`config.mk`:
```
export PLATFORM = sky130hd
export DESIGN_NAME = nps_framer
export DESIGN_NICKNAME = d
export VERILOG_FILES = /design/src/nps_pkg.sv /design/src/nps_byte_ram.sv /design/src/nps_framer.sv
export VERILOG_INCLUDE_DIRS = /design/src
export SDC_FILE = /design/constraint.sdc
export NUM_CORES = 2
export LEC_CHECK = 0
export BUFFER_PORTS_ARGS = -buffer_cell sky130_fd_sc_hd__clkbuf_2
export CAP_MARGIN = 15
export CORE_MARGIN = 4
export CORE_UTILIZATION = 60
export CTS_CLUSTER_DIAMETER = 50
export CTS_CLUSTER_SIZE = 8
export DETAILED_ROUTE_END_ITERATION = 10
export GPL_ROUTABILITY_DRIVEN = 0
export PLACE_DENSITY = 0.74
export SETUP_SLACK_MARGIN = 0.15
export SLEW_MARGIN = 20
export SYNTH_ARGS = -nofsm -noshare
export SYNTH_HDL_FRONTEND = slang
export SYNTH_HIERARCHICAL = 1
export SYNTH_SLANG_ARGS = --single-unit
```
`constraint.sdc`:
```
create_clock -name pclk -period 20 [get_ports pclk]
set_input_delay 0 -clock pclk [delete_from_list [all_inputs] [get_ports pclk]]
set_output_delay 0 -clock pclk [all_outputs]
set_load 0.02 [all_outputs]
```
`src/nps_defs.svh`:
```
/*
 * Offsets, field positions, reset values and timing counts of the serial framer.
 * Assumes inclusion by bare name from the framer top; definitions only.
 */
`ifndef NPS_DEFS_SVH
`define NPS_DEFS_SVH

// Register byte offsets
`define NPS_OFS_CTRL        12'h000
`define NPS_OFS_CODES       12'h004
`define NPS_OFS_DELAY       12'h008
`define NPS_OFS_TXCMD       12'h00C
`define NPS_OFS_RXCMD       12'h010
// Buffer windows, one byte per aligned word, selected by paddr[11:10]
`define NPS_WIN_TXBUF       2'h1
`define NPS_WIN_RXBUF       2'h2

// Field positions
`define NPS_CTRL_START_EN   0
`define NPS_CTRL_END_LO     1
`define NPS_CTRL_END_HI     2
`define NPS_ST_TX_BUSY      0
`define NPS_ST_TX_LENERR    1
`define NPS_ST_RX_BUSY      0
`define NPS_ST_RX_DONE      1
`define NPS_ST_RX_OVF       2
`define NPS_ST_RX_CNT_LO    8
`define NPS_ST_RX_CNT_HI    16

// Reset values
`define NPS_RST_START_CODE  8'h02
`define NPS_RST_END_CODE    8'h03
`define NPS_RST_DELAY       14'h0000

// Frame limits and fixed terminator bytes
`define NPS_MAX_MSG         9'd256
`define NPS_CHAR_CR         8'h0D
`define NPS_CHAR_LF         8'h0A

// Send delay: unit and range as printed, cycles derived from the clock rate
`define NPS_CLK_HZ          40000000
`define NPS_DELAY_UNIT_MS   10
`define NPS_DELAY_MAX_MS    99990
`define NPS_DELAY_MAX_UNITS (`NPS_DELAY_MAX_MS / `NPS_DELAY_UNIT_MS)
`define NPS_UNIT_CYCLES     ((`NPS_CLK_HZ / 1000) * `NPS_DELAY_UNIT_MS)

`endif

```
`src/nps_pkg.sv`:
```
/*
 * Types of the serial framer: end code mode, both state machines and the state record.
 * Assumes nothing beyond a SystemVerilog compiler.
 */
package nps_pkg;

    typedef enum logic [1:0] {
        NPS_END_NONE = 2'h0,
        NPS_END_BYTE = 2'h1,
        NPS_END_CRLF = 2'h2
    } nps_end_t;

    // Gray codes along IDLE > DELAY > START > DATA > END1 > END2
    typedef enum logic [2:0] {
        NPS_TX_IDLE  = 3'h0,
        NPS_TX_DELAY = 3'h1,
        NPS_TX_START = 3'h3,
        NPS_TX_DATA  = 3'h2,
        NPS_TX_END1  = 3'h6,
        NPS_TX_END2  = 3'h7
    } nps_tx_t;

    // Gray codes along IDLE > HUNT > DATA > CRSEEN
    typedef enum logic [1:0] {
        NPS_RX_IDLE   = 2'h0,
        NPS_RX_HUNT   = 2'h1,
        NPS_RX_DATA   = 2'h3,
        NPS_RX_CRSEEN = 2'h2
    } nps_rx_t;

    typedef struct packed {
        nps_tx_t     tx_st;
        nps_rx_t     rx_st;
        logic        start_en;
        logic [1:0]  end_mode;
        logic [7:0]  start_code;
        logic [7:0]  end_code;
        logic [13:0] delay_units;
        logic [13:0] dly_cnt;
        logic [18:0] presc;
        logic [8:0]  tx_len;
        logic [8:0]  tx_idx;
        logic        data_ok;
        logic        have;
        logic [7:0]  tx_byte;
        logic        len_err;
        logic [8:0]  rx_cnt;
        logic        rx_done;
        logic        rx_ovf;
        logic        acc_wait;
        logic [31:0] prdata;
        logic        pslverr;
    } nps_state_t;

endpackage

```
`src/nps_byte_ram.sv`:
```
/*
 * 256 x 8 message buffer with one write port and one registered read port.
 * Assumes a single clock; read data follow the read address by one edge.
 */
`timescale 1ns/1ps
module nps_byte_ram (
    input  wire logic       pclk,    // Clock
    input  wire logic       presetn, // Async reset, active low
    input  wire logic       we,      // Write strobe
    input  wire logic [7:0] waddr,   // Write address
    input  wire logic [7:0] wdata,   // Write data
    input  wire logic [7:0] raddr,   // Read address
    output logic      [7:0] rdata    // Registered read data
);
    logic [7:0] mem [0:255];

    ////////////////////////////////////////////////////////////////////////
    // Array without reset so it maps onto block memory
    always_ff @(posedge pclk) begin
        if (we) begin
            mem[waddr] <= wdata;
        end
    end

    // Read register, cleared only so the output is defined from reset
    always_ff @(posedge pclk or negedge presetn) begin
        if (!presetn) begin
            rdata <= 8'h00;
        end else begin
            rdata <= mem[raddr];
        end
    end
endmodule // nps_byte_ram

```
`src/nps_framer.sv`:
```
/*
 * No-protocol serial framer: APB registers, send path with delay and delimiters,
 * receive path that strips delimiters into a buffer.
 * Assumes byte-wide tx/rx streams from serializer logic on the same pclk.
 */
`timescale 1ns/1ps
`include "nps_defs.svh"

module nps_framer import nps_pkg::*; #(
    parameter int unsigned TICK_CYCLES = `NPS_UNIT_CYCLES // Cycles per 10 ms delay step
) (
    input  wire logic        pclk,     // APB clock, 40 MHz
    input  wire logic        presetn,  // Async reset, active low
    input  wire logic        psel,     // APB select
    input  wire logic        penable,  // APB access phase
    input  wire logic        pwrite,   // APB direction
    input  wire logic [11:0] paddr,    // APB byte address
    input  wire logic [31:0] pwdata,   // APB write data
    output logic      [31:0] prdata,   // APB read data
    output logic             pready,   // APB ready
    output logic             pslverr,  // APB error on unmapped address
    output logic      [7:0]  tx_data,  // Byte to serializer
    output logic             tx_valid, // Byte offered
    input  wire logic        tx_ready, // Serializer takes byte
    input  wire logic [7:0]  rx_data,  // Byte from deserializer
    input  wire logic        rx_valid, // Byte offered
    output logic             rx_ready  // Framer takes byte
);
    nps_state_t s_reg;
    nps_state_t s_next;
    logic [7:0] txm_rdata;
    logic [7:0] rxm_rdata;
    logic       rxm_we;
    logic [7:0] rxm_wdata;
    logic       txm_we;
    logic       acc_done;
    logic       wr_do;
    logic       rx_fire;
    logic [8:0] maxp;
    logic [8:0] len_in;
    logic [13:0] dly_in;

    ////////////////////////////////////////////////////////////////////////
    // Payload limit for a delimiter set
    function automatic logic [8:0] max_payload(input logic st_en, input logic [1:0] mode);
        logic [8:0] n;
        n = `NPS_MAX_MSG;
        if (st_en) begin
            n = n - 9'd1;
        end
        if (mode == NPS_END_BYTE) begin
            n = n - 9'd1;
        end else if (mode == NPS_END_CRLF) begin
            n = n - 9'd2;
        end
        return n;
    endfunction

    // Register offset match within the register page
    function automatic logic reg_hit(input logic [11:0] a, input logic [11:0] ofs);
        return a == ofs;
    endfunction

    ////////////////////////////////////////////////////////////////////////
    // Buffers: software fills the send buffer, receiver fills the other
    nps_byte_ram u_txbuf (
        .pclk    (pclk),
        .presetn (presetn),
        .we      (txm_we),
        .waddr   (paddr[9:2]),
        .wdata   (pwdata[7:0]),
        .raddr   (s_reg.tx_idx[7:0]),
        .rdata   (txm_rdata)
    );

    nps_byte_ram u_rxbuf (
        .pclk    (pclk),
        .presetn (presetn),
        .we      (rxm_we),
        .waddr   (s_reg.rx_cnt[7:0]),
        .wdata   (rxm_wdata),
        .raddr   (paddr[9:2]),
        .rdata   (rxm_rdata)
    );

    ////////////////////////////////////////////////////////////////////////
    // Bus handshake: one wait cycle so buffer reads come from a register
    assign acc_done = psel & penable & s_reg.acc_wait;
    assign wr_do    = acc_done & pwrite;
    assign pready   = acc_done;
    assign prdata   = s_reg.prdata;
    assign pslverr  = s_reg.pslverr & acc_done;
    assign txm_we   = wr_do & (paddr[11:10] == `NPS_WIN_TXBUF);
    assign maxp     = max_payload(s_reg.start_en, s_reg.end_mode);
    assign len_in   = pwdata[8:0];
    assign dly_in   = pwdata[13:0];

    // Stream handshake outputs
    assign tx_data  = s_reg.tx_byte;
    assign tx_valid = s_reg.have;
    assign rx_fire  = rx_valid & rx_ready;

    // Receiver ready; after CR a non-LF byte waits while the CR is stored
    always_comb begin
        case (s_reg.rx_st)
            NPS_RX_HUNT:   rx_ready = 1'b1;
            NPS_RX_DATA:   rx_ready = 1'b1;
            NPS_RX_CRSEEN: rx_ready = rx_valid & (rx_data == `NPS_CHAR_LF);
            default:       rx_ready = 1'b0;
        endcase
    end

    ////////////////////////////////////////////////////////////////////////
    // Next state of the whole block
    always_comb begin
        s_next    = s_reg;
        rxm_we    = 1'b0;
        rxm_wdata = rx_data;

        // Bus phase tracking and read data capture in the first access cycle
        s_next.acc_wait = psel & penable & ~s_reg.acc_wait;
        if (psel & penable & ~s_reg.acc_wait) begin
            s_next.prdata  = 32'h0000_0000;
            s_next.pslverr = 1'b0;
            if (paddr[11:10] == `NPS_WIN_TXBUF) begin
                s_next.pslverr = 1'b0;
            end else if (paddr[11:10] == `NPS_WIN_RXBUF) begin
                s_next.prdata = {24'h00_0000, rxm_rdata};
            end else if (reg_hit(paddr, `NPS_OFS_CTRL)) begin
                s_next.prdata = {29'h0000_0000, s_reg.end_mode, s_reg.start_en};
            end else if (reg_hit(paddr, `NPS_OFS_CODES)) begin
                s_next.prdata = {16'h0000, s_reg.end_code, s_reg.start_code};
            end else if (reg_hit(paddr, `NPS_OFS_DELAY)) begin
                s_next.prdata = {18'h0_0000, s_reg.delay_units};
            end else if (reg_hit(paddr, `NPS_OFS_TXCMD)) begin
                s_next.prdata = {30'h0000_0000, s_reg.len_err, s_reg.tx_st != NPS_TX_IDLE};
            end else if (reg_hit(paddr, `NPS_OFS_RXCMD)) begin
                s_next.prdata = {15'h0000, s_reg.rx_cnt, 5'h00, s_reg.rx_ovf, s_reg.rx_done,
                                 s_reg.rx_st != NPS_RX_IDLE};
            end else begin
                s_next.pslverr = 1'b1;
            end
        end

        // Configuration writes; delay clamps to its top step
        if (wr_do & reg_hit(paddr, `NPS_OFS_CTRL)) begin
            s_next.start_en = pwdata[`NPS_CTRL_START_EN];
            s_next.end_mode = pwdata[`NPS_CTRL_END_HI:`NPS_CTRL_END_LO];
        end
        if (wr_do & reg_hit(paddr, `NPS_OFS_CODES)) begin
            s_next.start_code = pwdata[7:0];
            s_next.end_code   = pwdata[15:8];
        end
        if (wr_do & reg_hit(paddr, `NPS_OFS_DELAY)) begin
            s_next.delay_units = (dly_in > 14'(`NPS_DELAY_MAX_UNITS)) ?
                                 14'(`NPS_DELAY_MAX_UNITS) : dly_in;
        end

        // Send path
        case (s_reg.tx_st)
            NPS_TX_IDLE: begin
                if (wr_do & reg_hit(paddr, `NPS_OFS_TXCMD)) begin
                    // Over-long or empty requests are refused, not truncated
                    if ((len_in == 9'd0) || (len_in > maxp)) begin
                        s_next.len_err = 1'b1;
                    end else begin
                        s_next.len_err = 1'b0;
                        s_next.tx_len  = len_in;
                        s_next.tx_idx  = 9'd0;
                        s_next.dly_cnt = s_reg.delay_units;
                        s_next.presc   = 19'd0;
                        s_next.tx_st   = NPS_TX_DELAY;
                    end
                end
            end
            NPS_TX_DELAY: begin
                if (s_reg.dly_cnt == 14'd0) begin
                    s_next.data_ok = 1'b0;
                    if (s_reg.start_en) begin
                        s_next.tx_byte = s_reg.start_code;
                        s_next.have    = 1'b1;
                        s_next.tx_st   = NPS_TX_START;
                    end else begin
                        s_next.tx_st = NPS_TX_DATA;
                    end
                end else if (s_reg.presc == 19'(TICK_CYCLES - 1)) begin
                    s_next.presc   = 19'd0;
                    s_next.dly_cnt = s_reg.dly_cnt - 14'd1;
                end else begin
                    s_next.presc = s_reg.presc + 19'd1;
                end
            end
            NPS_TX_START: begin
                if (s_reg.have & tx_ready) begin
                    s_next.have  = 1'b0;
                    s_next.tx_st = NPS_TX_DATA;
                end
            end
            NPS_TX_DATA: begin
                // Buffer read data lag the index by one edge
                s_next.data_ok = 1'b1;
                if (~s_reg.have & s_reg.data_ok) begin
                    s_next.tx_byte = txm_rdata;
                    s_next.have    = 1'b1;
                end
                if (s_reg.have & tx_ready) begin
                    s_next.have    = 1'b0;
                    s_next.data_ok = 1'b0;
                    s_next.tx_idx  = s_reg.tx_idx + 9'd1;
                    if (s_reg.tx_idx + 9'd1 == s_reg.tx_len) begin
                        if (s_reg.end_mode == NPS_END_BYTE) begin
                            s_next.tx_byte = s_reg.end_code;
                            s_next.have    = 1'b1;
                            s_next.tx_st   = NPS_TX_END1;
                        end else if (s_reg.end_mode == NPS_END_CRLF) begin
                            s_next.tx_byte = `NPS_CHAR_CR;
                            s_next.have    = 1'b1;
                            s_next.tx_st   = NPS_TX_END1;
                        end else begin
                            s_next.tx_st = NPS_TX_IDLE;
                        end
                    end
                end
            end
            NPS_TX_END1: begin
                if (s_reg.have & tx_ready) begin
                    if (s_reg.end_mode == NPS_END_CRLF) begin
                        s_next.tx_byte = `NPS_CHAR_LF;
                        s_next.tx_st   = NPS_TX_END2;
                    end else begin
                        s_next.have  = 1'b0;
                        s_next.tx_st = NPS_TX_IDLE;
                    end
                end
            end
            NPS_TX_END2: begin
                if (s_reg.have & tx_ready) begin
                    s_next.have  = 1'b0;
                    s_next.tx_st = NPS_TX_IDLE;
                end
            end
            default: begin
                s_next.have  = 1'b0;
                s_next.tx_st = NPS_TX_IDLE;
            end
        endcase

        // Receive path; arming is honoured only while idle
        case (s_reg.rx_st)
            NPS_RX_IDLE: begin
                if (wr_do & reg_hit(paddr, `NPS_OFS_RXCMD) & pwdata[0]) begin
                    s_next.rx_cnt  = 9'd0;
                    s_next.rx_done = 1'b0;
                    s_next.rx_ovf  = 1'b0;
                    s_next.rx_st   = s_reg.start_en ? NPS_RX_HUNT : NPS_RX_DATA;
                end
            end
            NPS_RX_HUNT: begin
                // Anything before the first start code is dropped
                if (rx_fire & (rx_data == s_reg.start_code)) begin
                    s_next.rx_st = NPS_RX_DATA;
                end
            end
            NPS_RX_DATA: begin
                if (rx_fire) begin
                    if ((s_reg.end_mode == NPS_END_BYTE) & (rx_data == s_reg.end_code)) begin
                        s_next.rx_done = 1'b1;
                        s_next.rx_st   = NPS_RX_IDLE;
                    end else if ((s_reg.end_mode == NPS_END_CRLF) & (rx_data == `NPS_CHAR_CR)) begin
                        s_next.rx_st = NPS_RX_CRSEEN;
                    end else begin
                        rxm_we        = 1'b1;
                        s_next.rx_cnt = s_reg.rx_cnt + 9'd1;
                        if (s_reg.rx_cnt + 9'd1 == maxp) begin
                            // Limit reached: normal end without end code, overflow otherwise
                            s_next.rx_done = 1'b1;
                            s_next.rx_ovf  = s_reg.end_mode == NPS_END_BYTE ||
                                             s_reg.end_mode == NPS_END_CRLF;
                            s_next.rx_st   = NPS_RX_IDLE;
                        end
                    end
                end
            end
            NPS_RX_CRSEEN: begin
                if (rx_fire) begin
                    s_next.rx_done = 1'b1;
                    s_next.rx_st   = NPS_RX_IDLE;
                end else if (rx_valid) begin
                    // Lone CR is payload; the held byte is taken next cycle unless the CR reaches the limit
                    rxm_we        = 1'b1;
                    rxm_wdata     = `NPS_CHAR_CR;
                    s_next.rx_cnt = s_reg.rx_cnt + 9'd1;
                    s_next.rx_st  = NPS_RX_DATA;
                    if (s_reg.rx_cnt + 9'd1 == maxp) begin
                        s_next.rx_done = 1'b1;
                        s_next.rx_ovf  = 1'b1;
                        s_next.rx_st   = NPS_RX_IDLE;
                    end
                end
            end
            default: begin
                s_next.rx_st = NPS_RX_IDLE;
            end
        endcase
    end

    ////////////////////////////////////////////////////////////////////////
    // State register
    always_ff @(posedge pclk or negedge presetn) begin
        if (!presetn) begin
            s_reg             <= '0;
            s_reg.tx_st       <= NPS_TX_IDLE;
            s_reg.rx_st       <= NPS_RX_IDLE;
            s_reg.end_mode    <= NPS_END_NONE;
            s_reg.start_code  <= `NPS_RST_START_CODE;
            s_reg.end_code    <= `NPS_RST_END_CODE;
            s_reg.delay_units <= `NPS_RST_DELAY;
        end else begin
            s_reg <= s_next;
        end
    end
endmodule // nps_framer

```
==> results.py <==
metrics = {
    "run_status": {
        "status": "complete, no violations",
    },
    "synthesis": {
        "synthCells": 8507,
        "synth_ff_type": "edfxtp_1",
        "async_flop_share": 0.0344,
        "synth_cell_type_count": 96,
        "ys_ff_latch": 4242,
        "synth_warnings": 6,
        "syn_area_per_cell_um2": 19.8,
        "synth_edf_count": 4096,
        "synth_seq_area_share": 0.753,
        "synth_area_um2": 168000,
    },
    "setup_path": {
        "endpoint_kind": "flip-flop",
        "cp_cell_sequence": "buf_4 -> buf_12 -> buf_4 -> mux4_2 -> a221oi_1 -> o22ai_1 -> a211oi_1 -> nor4_1",
        "crit_top_cell": "buf_4",
        "crit_type": "reg -> reg",
        "slowest_delay_ps": 840,
        "crit_arrival_ps": 6430,
        "critPathSlowestCell": "dfrtp_4",
        "critPathRequiredTime_ps": 20760,
        "cp-start-kind": "flip-flop",
        "worstRegToRegCells": 8,
        "cp_max_fo": 85,
    },
    "cts": {
        "cts.sinks": 4242,
        "root_buffer": "clkbuf_16",
        "numCtsBuffers": 607,
        "h-tree-depth": 6,
        "ctsLongestPathBuffers": 4,
        "cts_tree": "done",
        "cts.clk_slew.worst_paths_ps": 50,
        "clkLatencyLatePin_ps": 940,
        "cts-resized-gates": 0,
        "post-cts-setup-buffer-count": 0,
        "hold_buffers": 61,
    },
    "timing": {
        "worst_pin_slew_ps": 1180,
        "max_slew_margin": 0.209,
        "fin_skew_ps": 54.6,
        "setup_ws_ps": 14330,
        "setup_viol": 0,
        "setup-tns-final_ps": 0,
        "slew_viol_final": 0,
        "rsz0062_at_grt": "no",
        "period_needed_ps": 5670,
        "max_freq_mhz": 176,
        "hold_viol": 0,
        "hold_ws_ps": 67.8,
        "min_period_over_period": 0.283,
    },
    "final_layout": {
        "final_common_cell": "edfxtp_1",
        "area_growth_pct": 12.1,
        "finalNetCount": 8929,
        "num-fill-cells": 16878,
        "final_cell_mix": "edfxtp_1, mux4_2, nor2_1",
        "drive_above_1_share": 0.218,
    },
    "min_path": {
        "holdPathStages": 4,
        "hold_class": "in -> reg",
    },
    "placed_design": {
        "dpl.hpwl_mm": 241,
        "portBuffers": 71,
        "post-place-ws_ps": 14160,
    },
    "floorplan": {
        "fp-row-count": 194,
        "dieArea_um2": 289000,
        "die_y_um": 537,
        "core_um2": 279000,
        "start_util": 0.603,
        "io-pin-count": 103,
        "die_w_um": 537,
    },
    "route": {
        "wl_mm": 423,
        "first_pass_iters": 6,
        "viasPerCell": 6.98,
        "drt_iter0_markers": 12932,
        "drc": 0,
        "ant_nets": 0,
        "routedWlPerCell_um": 33.3,
        "vias": 88715,
    },
    "grt": {
        "grt_pass1_wl_mm": 618,
        "globalRouteOverflowTotal": 0,
        "grt_pass1_vias": 89719,
        "grt_use_total": 0.293,
        "grt_max_degree": 257,
        "antenna_found_initial": 10,
    },
    "flow_run": {
        "drv_cap": 0,
    },
    "power_and_ir_drop": {
        "ir_drop_uv": 163,
        "total_power_uw": 22200,
        "powerDensity_nw_per_um2": 118,
        "leakage_uw": 0.0596,
    },
}
==> kinds of logic (layout without fill, tap and decap cells) <==
| kind of cell | Yosys count | after routing | share of synthesized area |
|---|---|---|---|
| xor gates and xnor gates | 32 | 32 | 0.00167 |
| buffers and inverters | 582 | 1035 | 0.0222 |
| other | 1 | 23 | 0.0000223 |
| and+or+nand+nor | 1389 | 1389 | 0.0385 |
| adders and majority gates | 12 | 12 | 0.000893 |
| AOI/OAI and AO/OA | 970 | 970 | 0.0408 |
| muxes | 1279 | 1279 | 0.143 |
| DFF | 4242 | 4242 | 0.753 |
==> metal layers <==
metal  vias to the layer above  share of wire  GRT usage  wire length [um]
li1                      35506              -          -                 -
met1                     46066           0.36      0.402            152000
met2                      6059           0.49      0.464            206000
met3                      1078           0.10     0.0578             44400
met4                         6          0.050      0.133             21000
met5                         -       0.000097          0                41
==> worst max-delay path, delay by kind of cell (launching register included) <==
kind	cells	cell delay, ps
multiplexers	1	620
flip-flops	1	840
AND/OR/NAND/NOR	1	150
buffers and inverters	3	2080
AO/OA/AOI/OAI	3	1590
==> metrics by stage <==
stage | cell area, um2 | cells | util
global placement | 171000 | 11905 | 0.613
finish | 189000 | 12706 | 0.675
CTS | 188000 | 12691 | 0.675
global route | 189000 | 12700 | 0.675
floorplan | 168000 | 8521 | -
detailed placement | 171000 | 11905 | 0.613
==> synthesized netlist by cell type (13+ instances only) <==
master | instances | area (um2)
nor2_1 | 634 | 2380
a211oi_1 | 23 | 173
nor3_1 | 46 | 230
buf_2 | 97 | 485
o31ai_1 | 14 | 105
o221ai_1 | 76 | 666
nor4_1 | 39 | 244
and3_1 | 19 | 119
buf_12 | 30 | 601
dfrtp_1 | 143 | 3580
edfxtp_1 | 4096 | 123000
a22oi_1 | 190 | 1430
nand2b_1 | 24 | 150
clkbuf_1 | 242 | 908
buf_6 | 60 | 676
mux2i_1 | 326 | 3260
o21ai_1 | 46 | 230
mux4_2 | 890 | 20000
a31oi_1 | 46 | 288
nand2_1 | 264 | 991
a22o_1 | 43 | 377
a221oi_1 | 44 | 385
o2111ai_1 | 16 | 140
xor2_1 | 13 | 114
nand3_1 | 119 | 596
a21oi_1 | 184 | 921
buf_4 | 76 | 571
buf_8 | 18 | 270
mux2_2 | 53 | 597
nor4_2 | 13 | 163
nand4_1 | 52 | 325
nor2b_1 | 80 | 500
o21ai_0 | 83 | 415
xnor2_1 | 19 | 166
inv_1 | 18 | 67.6
o22ai_1 | 70 | 438
buf_1 | 35 | 131
and2_1 | 24 | 150
==> cell type report <==
class,instances,area [um2],area share
Antenna cell,8,20.0,0.000106
Clock inverter,46,793,0.00421
Clock buffer,679,15700,0.0835
Sequential cell,4242,127000,0.672
Inverter,22,82.6,0.000438
Timing Repair Buffer,288,2490,0.0132
Multi-Input combinational cell,3697,38100,0.202
Tap cell,3724,4660,0.0247
==> final timing paths <==
kind,start,to,slack (ps)
setup / recovery,s_reg[56]$_DFFE_PN0P_,u_txbuf/rdata[3]$_DFF_PN0_,14330
hold / removal,paddr[8],u_rxbuf/rdata[7]$_DFF_PN0_,70
setup reg to reg,s_reg[56]$_DFFE_PN0P_,u_txbuf/rdata[3]$_DFF_PN0_,14330
hold reg to reg,s_reg[92]$_DFFE_PN0P_,s_reg[92]$_DFFE_PN0P_,480
max in group asynchronous,presetn,s_reg[56]$_DFFE_PN0P_,19100
min in group asynchronous,presetn,s_reg[122]$_DFFE_PN1P_,240
==> where the power goes <==
| group | internal, uW | total, uW | switching [uW] |
|---|---|---|---|
| combinational | 1310 | 3190 | 1880 |
| clock | 5520 | 9060 | 3540 |
| sequential | 9820 | 9930 | 117 |
Note: power is estimated with default switching activity, not from simulation.
